--- src/verilog/acc_pkg.sv ---
// Package for the conversion controller: register map, fields, codes, timing
package acc_pkg;

  // Register indices on the plain register port
  localparam logic [1:0] ADDR_CTRL_STATUS = 2'h0;
  localparam logic [1:0] ADDR_RESULT = 2'h1;
  localparam logic [1:0] ADDR_CLOCK_SELECT = 2'h2;

  // Control/status field positions
  localparam int CS_DONE_BIT = 7;
  localparam int CS_IRQ_EN_BIT = 6;
  localparam int CS_CONT_BIT = 5;
  localparam int CS_CHAN_MSB = 4;

  // Clock select field positions
  localparam int CK_PRESCALE_MSB = 7;
  localparam int CK_PRESCALE_LSB = 5;
  localparam int CK_SRC_BIT = 4;

  // Reset values: done, irq enable, continuous clear; channel powered off
  localparam logic [7:0] CTRL_STATUS_RESET = 8'h1f;
  localparam logic [7:0] CLOCK_SELECT_RESET = 8'h00;
  localparam logic [7:0] RESULT_RESET = 8'h00;
  localparam logic [7:0] RESERVED_RESULT = 8'h00;

  // Channel codes
  localparam logic [4:0] CHAN_LAST_PORT = 5'h05;
  localparam logic [4:0] CHAN_REF_HIGH = 5'h1d;
  localparam logic [4:0] CHAN_REF_LOW = 5'h1e;
  localparam logic [4:0] CHAN_POWER_OFF = 5'h1f;
  localparam int PORT_CHANNELS = 6;

  // Converter clocks per conversion
  localparam logic [4:0] CONV_CLOCKS = 5'h10;

  typedef enum logic [2:0] {
    ACC_IDLE = 3'b001,
    ACC_ARMED = 3'b010,
    ACC_CONVERT = 3'b100
  } acc_state_t;

  // Register bus request
  typedef struct packed {
    logic [1:0] addr;
    logic [7:0] wdata;
    logic wr;
    logic rd;
  } acc_bus_req_t;

  // Towards the analog multiplexer and comparator
  typedef struct packed {
    logic [4:0] chan;
    logic powered;
    logic sample;
    logic [7:0] trial;
  } acc_analog_t;

endpackage

--- src/verilog/acc_conversion_ctrl.sv ---
// Conversion controller for an 8-bit successive-approximation converter
//
// The register addresses and the plain strobed port were chosen for this implementation.
`timescale 1ns/100ps

module acc_conversion_ctrl
  import acc_pkg::*;
#(
  parameter int DATA_BITS = 8
) (
  // Clock, reset, enable
  input wire logic sys_clk,
  input wire logic arst_n,
  input wire logic clk_en,
  // Register port
  input wire acc_bus_req_t bus_req,
  output logic [7:0] bus_rdata,
  // Clock sources, same domain as sys_clk, used as enables
  input wire logic bus_clk_tick,
  input wire logic xtal_clk_tick,
  // Low power modes
  input wire logic stop_mode,
  input wire logic wait_mode,
  // Analog side
  output acc_analog_t analog_o,
  input wire logic comp_above,
  // Port pin override and interrupt
  output logic [PORT_CHANNELS-1:0] port_chan_force,
  output logic conv_irq,
  output logic wake_req
);

  initial begin
    if (DATA_BITS != 8) begin
      $error("acc_conversion_ctrl supports only DATA_BITS of 8");
    end
  end

  // Comparator comes from the analog domain, so it is synchronised
  logic comp_meta_q;
  logic comp_sync_q;

  acc_state_t state_q;
  acc_state_t state_d;
  logic conv_done_q;
  logic conv_irq_en_q;
  logic cont_conv_q;
  logic [4:0] chan_sel_q;
  logic [2:0] clk_prescale_q;
  logic clk_src_sel_q;
  logic [7:0] result_q;
  logic [7:0] sar_q;
  logic [4:0] step_q;
  logic [3:0] div_cnt_q;
  logic irq_q;
  logic first_done_q;
  logic [7:0] rdata_q;

  function automatic logic [3:0] div_mask(input logic [2:0] code);
    logic [3:0] m;
    m = 4'hf;
    if (!code[2]) begin
      case (code[1:0])
        2'b00: m = 4'h0;
        2'b01: m = 4'h1;
        2'b10: m = 4'h3;
        default: m = 4'h7;
      endcase
    end
    return m;
  endfunction

  // Decode
  wire logic wr_cs = bus_req.wr && (bus_req.addr == ADDR_CTRL_STATUS);
  wire logic wr_ck = bus_req.wr && (bus_req.addr == ADDR_CLOCK_SELECT);
  wire logic rd_res = bus_req.rd && (bus_req.addr == ADDR_RESULT);
  wire logic powered = (chan_sel_q != CHAN_POWER_OFF);
  wire logic active = powered && !stop_mode;
  wire logic src_tick = clk_src_sel_q ? bus_clk_tick : xtal_clk_tick;
  wire logic conv_tick = src_tick && ((div_cnt_q & div_mask(clk_prescale_q)) == 4'h0);
  wire logic reserved_chan = (chan_sel_q > CHAN_LAST_PORT) && (chan_sel_q < CHAN_REF_HIGH);
  wire logic last_step = (step_q == CONV_CLOCKS - 5'h01);
  wire logic finish = (state_q == ACC_CONVERT) && conv_tick && last_step && active;
  wire logic [2:0] bit_idx = 3'(5'h07 - step_q[4:0]);
  wire logic [7:0] sar_kept = comp_sync_q ? sar_q : (sar_q & ~(8'h01 << bit_idx));
  // Next trial bit sits one below the bit just decided
  wire logic [2:0] next_idx = 3'(5'h06 - step_q[4:0]);
  wire logic [7:0] sar_trial = (step_q < 5'h07) ? (sar_kept | (8'h01 << next_idx)) :
                               (step_q == 5'h07) ? sar_kept : sar_q;
  wire logic [7:0] final_val = reserved_chan ? RESERVED_RESULT : sar_q;
  wire logic irq_set = finish && conv_irq_en_q && !conv_done_q;
  wire logic done_set = finish && !conv_irq_en_q && (!cont_conv_q || !first_done_q);

  // Next state
  always_comb begin
    state_d = state_q;
    case (state_q)
      ACC_IDLE: begin
        if (wr_cs) begin
          state_d = ACC_ARMED;
        end
      end
      ACC_ARMED: begin
        if (active && conv_tick) begin
          state_d = ACC_CONVERT;
        end
      end
      ACC_CONVERT: begin
        if (finish) begin
          state_d = cont_conv_q ? ACC_CONVERT : ACC_IDLE;
        end
      end
      default: state_d = ACC_IDLE;
    endcase
    if (!active && state_q == ACC_CONVERT) begin
      state_d = ACC_ARMED;
    end
    if (wr_cs) begin
      state_d = ACC_ARMED;
    end
  end

  always_ff @(posedge sys_clk or negedge arst_n) begin
    if (!arst_n) begin
      comp_meta_q <= 1'b0;
      comp_sync_q <= 1'b0;
    end else if (clk_en) begin
      comp_meta_q <= comp_above;
      comp_sync_q <= comp_meta_q;
    end
  end

  always_ff @(posedge sys_clk or negedge arst_n) begin
    if (!arst_n) begin
      state_q <= ACC_IDLE;
      step_q <= 5'h00;
      sar_q <= 8'h00;
      div_cnt_q <= 4'h0;
    end else if (clk_en) begin
      state_q <= state_d;
      if (src_tick) begin
        div_cnt_q <= div_cnt_q + 4'h1;
      end
      if (state_q != ACC_CONVERT || state_d != ACC_CONVERT || finish) begin
        step_q <= 5'h00;
        sar_q <= 8'h80;
      end else if (conv_tick) begin
        step_q <= step_q + 5'h01;
        sar_q <= sar_trial;
      end
    end
  end

  // Register file
  always_ff @(posedge sys_clk or negedge arst_n) begin
    if (!arst_n) begin
      conv_done_q <= CTRL_STATUS_RESET[CS_DONE_BIT];
      conv_irq_en_q <= CTRL_STATUS_RESET[CS_IRQ_EN_BIT];
      cont_conv_q <= CTRL_STATUS_RESET[CS_CONT_BIT];
      chan_sel_q <= CTRL_STATUS_RESET[CS_CHAN_MSB:0];
      clk_prescale_q <= CLOCK_SELECT_RESET[CK_PRESCALE_MSB:CK_PRESCALE_LSB];
      clk_src_sel_q <= CLOCK_SELECT_RESET[CK_SRC_BIT];
      result_q <= RESULT_RESET;
      irq_q <= 1'b0;
      first_done_q <= 1'b0;
    end else if (clk_en) begin
      if (wr_cs) begin
        conv_irq_en_q <= bus_req.wdata[CS_IRQ_EN_BIT];
        cont_conv_q <= bus_req.wdata[CS_CONT_BIT];
        chan_sel_q <= bus_req.wdata[CS_CHAN_MSB:0];
        first_done_q <= 1'b0;
      end else if (finish) begin
        first_done_q <= 1'b1;
      end
      // Hardware set wins over the clear from a write or read
      if (done_set) begin
        conv_done_q <= 1'b1;
      end else if (wr_cs) begin
        conv_done_q <= conv_irq_en_q ? bus_req.wdata[CS_DONE_BIT] : 1'b0;
      end else if (rd_res && !conv_irq_en_q) begin
        conv_done_q <= 1'b0;
      end
      if (wr_ck) begin
        clk_prescale_q <= bus_req.wdata[CK_PRESCALE_MSB:CK_PRESCALE_LSB];
        clk_src_sel_q <= bus_req.wdata[CK_SRC_BIT];
      end
      if (finish) begin
        result_q <= final_val;
      end
      if (irq_set) begin
        irq_q <= 1'b1;
      end else if (wr_cs || rd_res) begin
        irq_q <= 1'b0;
      end
    end
  end

  // Read data, one cycle after the strobe
  wire logic [7:0] cs_view = {conv_done_q, conv_irq_en_q, cont_conv_q, chan_sel_q};
  wire logic [7:0] ck_view = {clk_prescale_q, clk_src_sel_q, 4'h0};
  wire logic [7:0] rd_mux = (bus_req.addr == ADDR_CTRL_STATUS) ? cs_view :
                            (bus_req.addr == ADDR_RESULT) ? result_q :
                            (bus_req.addr == ADDR_CLOCK_SELECT) ? ck_view : 8'h00;

  always_ff @(posedge sys_clk or negedge arst_n) begin
    if (!arst_n) begin
      rdata_q <= 8'h00;
    end else if (clk_en) begin
      rdata_q <= bus_req.rd ? rd_mux : 8'h00;
    end
  end

  // Port override decode, only for the six port channels
  genvar gi;
  generate
    for (gi = 0; gi < PORT_CHANNELS; gi++) begin : g_force
      assign port_chan_force[gi] = powered && (chan_sel_q == 5'(gi));
    end
  endgenerate

  assign bus_rdata = rdata_q;
  assign conv_irq = irq_q;
  assign wake_req = irq_q && wait_mode;
  assign analog_o.chan = chan_sel_q;
  assign analog_o.powered = active;
  assign analog_o.sample = (state_q == ACC_CONVERT);
  assign analog_o.trial = sar_q;

endmodule

--- config.mk ---
export PLATFORM = sky130hd
export DESIGN_NAME = acc_conversion_ctrl
export DESIGN_NICKNAME = d
export VERILOG_FILES = /design/src/verilog/acc_pkg.sv /design/src/verilog/acc_conversion_ctrl.sv
export SDC_FILE = /design/constraint.sdc
export NUM_CORES = 1
export LEC_CHECK = 0
export CAP_MARGIN = 20
export CORE_MARGIN = 3
export CORE_UTILIZATION = 50
export CTS_CLUSTER_DIAMETER = 50
export DETAILED_ROUTE_END_ITERATION = 10
export DONT_BUFFER_PORTS = 1
export PLACE_DENSITY = 0.68
export SKIP_CTS_REPAIR_TIMING = 1
export SLEW_MARGIN = 20
export SYNTH_ARGS = -nofsm -noshare
export SYNTH_HDL_FRONTEND = slang
export SYNTH_SLANG_ARGS = --single-unit
--- constraint.sdc ---
create_clock -name sys_clk -period 2.1 [get_ports sys_clk]
set_clock_uncertainty 0.05 [all_clocks]
set_input_delay 0.315 -clock sys_clk [delete_from_list [all_inputs] [get_ports sys_clk]]
set_output_delay 0.315 -clock sys_clk [all_outputs]
set_load 0.03 [all_outputs]
Word level (Yosys, flattened, before mapping)
Index checks and enable logic that the tools add are counted.
{"block": "totals", "input_bits": 20, "register_bits": 52}
{"block": "classes", "n_reduce_logical": 51, "bitwise_logic": 4, "n_addsub": 4, "n_mux": 29, "shift": 2, "n_eq_ne": 17, "order_cmp": 3}
{"operator": "8-bit 2-to-1 mux", "n": 10}
{"operator": "1-bit logical AND", "n": 23}
{"operator": "3-bit case mux with 3 select lines", "n": 2}
{"operator": "2-bit AND reduction", "n": 8}
{"operator": "1-bit by 3-bit << shifter with 8-bit output, first input constant", "n": 2}
{"operator": "5-bit by 3-bit equality test with 1-bit output, second input constant", "n": 3}
{"operator": "3-bit 2-to-1 mux", "n": 5}
{"operator": "5-bit by 2-bit equality test with 1-bit output, second input constant", "n": 2}
{"operator": "5-bit 2-to-1 mux", "n": 2}
{"operator": "1-bit 2-to-1 mux", "n": 9}
{"operator": "8-bit bitwise AND", "n": 1}
{"operator": "8-bit NOT", "n": 1}
{"operator": "8-bit OR", "n": 1}
{"operator": "1-bit logical NOT", "n": 6}
{"operator": "3-bit != test, second input constant", "n": 2}
{"operator": "2-bit nonzero test", "n": 3}
{"operator": "3-bit nonzero test", "n": 2}
{"operator": "3-bit subtractor, first input constant", "n": 2}
{"operator": "5-bit by 1-bit adder with 5-bit output, second input constant", "n": 1}
{"operator": "5-bit by 1-bit equality test with 1-bit output, second input constant", "n": 1}
{"operator": "5-bit by 4-bit equality test with 1-bit output, second input constant", "n": 1}
{"operator": "5-bit by 3-bit > comparator with 1-bit output, second input constant", "n": 1}
{"operator": "5-bit logical NOT", "n": 1}
{"operator": "5-bit by 3-bit less-than comparator with 1-bit output, second input constant", "n": 1}
{"operator": "other kinds (14)", "n": 20}

Logic depth before layout (Yosys ltp)
{"block": "logic_depth", "ltp_word": 18, "mapped_depth": 8, "depth_no_buf": 7}

Worst setup path before layout
Ideal clock, no wire load.
{"block": "synth_timing", "path_kind": "register -> register", "startpoint": "register chan_sel_q[0]", "endpoint": "register sar_q[7]", "required_ns": 1.929, "stages_incl_launch_ff": 8, "t_arrival_ns": 1.977, "setup_slack_ns": -0.048, "n_path_buf": 2, "cell_sequence": "dfstp_2 > buf_6 > and3_4 > a31o_4 > or3_1 > buf_6 > a311o_1 > a22o_1"}
{"block": "synth_between", "elab_chain_cells": 12, "word_cells_on_any_way": 18, "classes_between": "eq/ne (2); mux (6); reduce/logical (10)"}
{"item": "start, declared", "line_no": "acc_conversion_ctrl.sv:48", "rtl": "logic [4:0] chan_sel_q;"}
{"item": "start signal, assigned", "line_no": "acc_conversion_ctrl.sv:160", "rtl": "chan_sel_q <= CTRL_STATUS_RESET[CS_CHAN_MSB:0];"}
{"item": "start signal, assigned", "line_no": "acc_conversion_ctrl.sv:170", "rtl": "chan_sel_q <= bus_req.wdata[CS_CHAN_MSB:0];"}
{"item": "5-bit != test *", "line_no": "acc_conversion_ctrl.sv:77", "rtl": "wire logic powered = (chan_sel_q != CHAN_POWER_OFF);"}
{"item": "1-bit logical AND *", "line_no": "acc_conversion_ctrl.sv:78", "rtl": "wire logic active = powered && !stop_mode;"}
{"item": "1-bit logical AND, on equally long branches", "line_no": "acc_conversion_ctrl.sv:83, acc_conversion_ctrl.sv:104"}
{"item": "3-bit 2-to-1 mux, on equally long branches", "line_no": "acc_conversion_ctrl.sv:109, acc_conversion_ctrl.sv:104"}
{"item": "3-bit case mux with 3 select lines", "line_no": "acc_conversion_ctrl.sv:97", "rtl": "case (state_q)"}
{"item": "3-bit 2-to-1 mux", "line_no": "acc_conversion_ctrl.sv:115", "rtl": "if (!active && state_q == ACC_CONVERT) begin"}
{"item": "3-bit 2-to-1 mux", "line_no": "acc_conversion_ctrl.sv:118", "rtl": "if (wr_cs) begin"}
{"item": "3-bit != test", "line_no": "acc_conversion_ctrl.sv:144", "rtl": "if (state_q != ACC_CONVERT || state_d != ACC_CONVERT || finish) begin"}
{"item": "1-bit logical OR", "line_no": "acc_conversion_ctrl.sv:144"}
{"item": "1-bit logical OR *", "line_no": "acc_conversion_ctrl.sv:144"}
{"item": "3-bit nonzero test (no line) or 2-bit nonzero test (tied branches)"}
{"item": "3-bit AND reduction (no line)"}
{"item": "end signal, assigned", "line_no": "acc_conversion_ctrl.sv:149", "rtl": "sar_q <= sar_trial;"}
{"item": "end, declared", "line_no": "acc_conversion_ctrl.sv:52", "rtl": "logic [7:0] sar_q;"}
Every way passes the cells marked *; elsewhere a longest branch is shown, timed or not.
A chain may end at the register's enable or synchronous reset.

Final worst setup path
{"block": "layout_timing", "startpoint": "register state_q[1]", "endpoint": "register sar_q[1]"}
{"block": "layout_between", "elab_chain_cells": 13, "word_cells_on_any_way": 20, "classes_between": "eq/ne (5); mux (6); reduce/logical (9)"}
{"item": "start, declared", "line_no": "acc_conversion_ctrl.sv:43", "rtl": "acc_state_t state_q;"}
{"item": "start signal, assigned", "line_no": "acc_conversion_ctrl.sv:140", "rtl": "state_q <= state_d;"}
{"item": "3-bit equality test", "line_no": "acc_conversion_ctrl.sv:83, acc_conversion_ctrl.sv:97, acc_conversion_ctrl.sv:115"}
{"item": "1-bit logical AND (3 in a row)", "line_no": "acc_conversion_ctrl.sv:83", "rtl": "wire logic finish = (state_q == ACC_CONVERT) && conv_tick && last_step && active;"}
{"item": "3-bit 2-to-1 mux", "line_no": "acc_conversion_ctrl.sv:109", "rtl": "if (finish) begin"}
{"item": "3-bit case mux with 3 select lines", "line_no": "acc_conversion_ctrl.sv:97"}
{"item": "3-bit 2-to-1 mux", "line_no": "acc_conversion_ctrl.sv:115"}
{"item": "3-bit 2-to-1 mux", "line_no": "acc_conversion_ctrl.sv:118"}
{"item": "3-bit != test", "line_no": "acc_conversion_ctrl.sv:144"}
{"item": "1-bit logical OR", "line_no": "acc_conversion_ctrl.sv:144"}
{"item": "1-bit logical OR *", "line_no": "acc_conversion_ctrl.sv:144"}
{"item": "3-bit nonzero test (no line) or 2-bit nonzero test (tied branches)"}
{"item": "3-bit AND reduction (no line)"}
Marks and branches as above.

==> summary.txt <==
DETAILED ROUTING
----------------------------------------------------------------------------------------
Per-cell via count in the routed design                                             6.03
Drt initial violations                                                               243
Drt pass-1 iters                                                                       4
DR DRC count                                                                           0
Detailed-route wire length                                                       6.56 mm
Number of nets still failing antenna checks after routing                              0
Detailed-route wire length per cell                                              17.9 um
Via count                                                                           2206

CLOCK NETWORK
----------------------------------------------------------------------------------------
Clock buffer count from CTS                                                            5
CTS tree                                                                           built
Register clock-pin slew on the reported worst setup and hold paths               0.10 ns
Buffers from clock root to sink, at most                                               2
Number of levels in the clock H-tree                                                   2
Clock Root Buffer                                                           sky130_fd_sc_hd__clkbuf_8
Count of clock tree sinks                                                             52
Clock latency on the worst-skew pair                                             0.31 ns

TIMING
----------------------------------------------------------------------------------------
Worst max-slew margin expressed relative to the limit                              71.9%
Final setup viols                                                                      0
Ratio of final minimum period to clock period                                      95.0%
Slew Limit Fails                                                                       0
Time the final worst path needs with I/O delays and setup                        1.99 ns
Maximum clock rate                                                               501 MHz
Final-report hold violation count                                                      0
Transition at the pin with the smallest max-transition slack                    0.420 ns

FINISH
----------------------------------------------------------------------------------------
Most common cell after layout, fill and taps aside                          sky130_fd_sc_hd__dfrtp_1
Number of nets in the layout                                                         325
Final Cell Area                                                                 3260 um2
Area Growth Syn to Fin                                                             15.1%
Leading cell types in the layout, fill and taps excluded                    46 x sky130_fd_sc_hd__dfrtp_1, 25 x sky130_fd_sc_hd__buf_4, 24 x sky130_fd_sc_hd__inv_1, 17 x sky130_fd_sc_hd__nand2_1, 15 x sky130_fd_sc_hd__mux2_2
Final Non-Filler Cells                                                               366
Number of fill cells in the layout                                                   451
Diodes inserted                                                                        0
Share of layout cells above drive strength 1                                       24.7%

SYNTH
----------------------------------------------------------------------------------------
Post-Syn Area per Cell                                                          10.6 um2
Share of flip-flops with an asynchronous set or reset after synthesis               100%
Largest area contributor in the netlist                                     sky130_fd_sc_hd__dfrtp_1
Number of warning messages in the yosys log                                            0
Cells after synthesis                                                                268
Area contributors post-synth                                                sky130_fd_sc_hd__dfrtp_1 41%, sky130_fd_sc_hd__mux2_2 6.0%, sky130_fd_sc_hd__dfstp_2 5.6%
Cell variety after synth                                                              57
Sequential element share of the synthesized area                                   46.2%
Seq cells post-synth                                                                  52
Number of synthesized flops with an enable pin                                         0
Post-synth top flop                                                         sky130_fd_sc_hd__dfrtp_1
Number of nets produced by synthesis                                                 298
Top-area cell type share of the netlist area                                       40.6%
Netlist Area Pre-Place                                                          2840 um2

FLOORPLANNING
----------------------------------------------------------------------------------------
Site Rows                                                                             26
Height of the die                                                                81.3 um
I/O pin total                                                                         51
Floorplan die area                                                              6610 um2
CORE AREA                                                                       5300 um2
Starting Density                                                                   53.5%
Die W                                                                            81.3 um

GLOBAL ROUTE
----------------------------------------------------------------------------------------
Wire length of the first global-routing pass                                     10.6 mm
Vias in the first global route                                                      2070
Total global routing overflow                                                          0
Antenna violations before repair                                                       0
Overall track demand over capacity in global routing                               21.4%
Pin count of the biggest net entering global routing                                  53

CRITICAL PATH
----------------------------------------------------------------------------------------
Arrival time reported for the critical path endpoint                             2.18 ns
Required time of the critical path                                               2.28 ns
Largest driver fanout on the critical path                                             7
Worst Setup End Kind                                                                flop
Crit path launch type                                                               flop
Crit Path Class                                                                  reg2reg

PWR
----------------------------------------------------------------------------------------
Total power divided by cell area                                              790 nW/um2
P_leak                                                                           1.42 nW
Post-layout power                                                              0.00258 W
Maximum vdd drop                                                                0.528 mV

WORST HOLD PATH
----------------------------------------------------------------------------------------
Classification of the worst-slack hold path                                       in2reg

PLACEMENT
----------------------------------------------------------------------------------------
Routability congestion estimate from global placement                              0.857
Inst Count DP                                                                        351
Total half-perimeter wirelength after legalization and detailed placement        4.67 mm
Post-DP Area                                                                    3050 um2
Port-buffer cells                                                                      0

FLOW RUN
----------------------------------------------------------------------------------------
Count of maximum capacitance violations                                                0

RUN STATUS
----------------------------------------------------------------------------------------
Run status                                                                  finished clean

## stage by stage
step | hold slack [ns] | setup TNS, ns | util [%] | setup WS (ns)
floorplan | -0.0306 | 0 | - | 0.00968
global placement | -0.0294 | 0 | 57.5 | 0.0669
detailed placement | -0.0292 | 0 | 57.5 | 0.0478
CTS | -0.378 | 0 | 59.3 | 0.0117
global route | 0.0360 | -0.000558 | 61.5 | -0.000483
finish | 0.0570 | 0 | 61.5 | 0.105
## routing by layer
layer | part of all wire [%] | vias to the layer above | GRT usage (%)
met1 | 47 | 1090 | 30.0
met2 | 45 | 62 | 31.4
li1 | - | 1041 | -
met3 | 6.1 | 13 | 6.21
met5 | 0 | - | 0
met4 | 1.9 | 0 | 7.43
## final cells by class
cell class / count / area [um2] / area share [%]
Multi-Input combinational cell: 182 / 1410 / 43.1
Sequential cell: 52 / 1310 / 40.1
Timing Repair Buffer: 30 / 275 / 8.44
Inverter: 24 / 90.1 / 2.76
Tap cell: 70 / 87.6 / 2.68
Clock buffer: 6 / 82.6 / 2.53
Clock inverter: 2 / 13.8 / 0.422
## worst paths after layout
check | from | end | slack [ns] | depth (start not counted)
worst max-delay path | state_q[1] | sar_q[1] | 0.11 | 4
worst min-delay path | clk_en | bus_rdata[0] | 0.06 | 1
worst max register to register | state_q[1] | sar_q[1] | 0.11 | 4
worst min register to register | div_cnt_q[3] | div_cnt_q[3] | 0.42 | 1
max in group asynchronous | arst_n | state_q[0] | 1.25 | 2
min in group asynchronous | arst_n | conv_irq | 0.46 | 2
## cell families after synthesis
| logic type | synth area share (%) |
|---|---|
| AOI/OAI and AO/OA | 17.1 |
| buffers and inverters | 5.21 |
| and+or+nand+nor | 16.3 |
| DFF | 46.2 |
| adders and majority gates | 4.81 |
| xor gates and xnor gates | 0.927 |
| muxes | 9.49 |
## registers in the layout, summed over array words and instances (netlist names)
name / cells
cont_conv_q: 1
conv_irq: 1
div_cnt_q: 4
state_q: 3
first_done_q: 1
bus_rdata: 8
clk_src_sel_q: 1
step_q: 5
comp_sync_q: 1
conv_irq_en_q: 1
clk_prescale_q: 3
conv_done_q: 1
comp_meta_q: 1
result_q: 8
chan_sel_q: 5
sar_q: 8
## worst max-delay path, cell delays in order (launching register included)
cell and delay (ns):
sky130_fd_sc_hd__dfrtp_1 0.41, sky130_fd_sc_hd__or3_4 0.40, sky130_fd_sc_hd__or3_4 0.42, sky130_fd_sc_hd__a221oi_4 0.46
sky130_fd_sc_hd__o2bb2ai_1 0.17
## where the power goes
part / internal, W / total [W] / switching [W]
clock network: 0.000270 / 0.000623 / 0.000353
registers: 0.00113 / 0.00126 / 0.000126
logic: 0.000311 / 0.000697 / 0.000386
## Yosys cell counts (4+ instances only)
master / n
sky130_fd_sc_hd__a21oi_1: 7
sky130_fd_sc_hd__a22oi_1: 7
sky130_fd_sc_hd__dfrtp_1: 46
sky130_fd_sc_hd__dfstp_2: 6
sky130_fd_sc_hd__ha_1: 10
sky130_fd_sc_hd__inv_1: 24
sky130_fd_sc_hd__mux2_2: 15
sky130_fd_sc_hd__mux2i_1: 10
sky130_fd_sc_hd__nand2_1: 17
sky130_fd_sc_hd__nand3_1: 11
sky130_fd_sc_hd__nor2_1: 12
sky130_fd_sc_hd__nor3_1: 4
sky130_fd_sc_hd__o21ai_0: 11
sky130_fd_sc_hd__o22ai_1: 10
sky130_fd_sc_hd__o2bb2ai_1: 9
(Power assumes the default switching activity.)
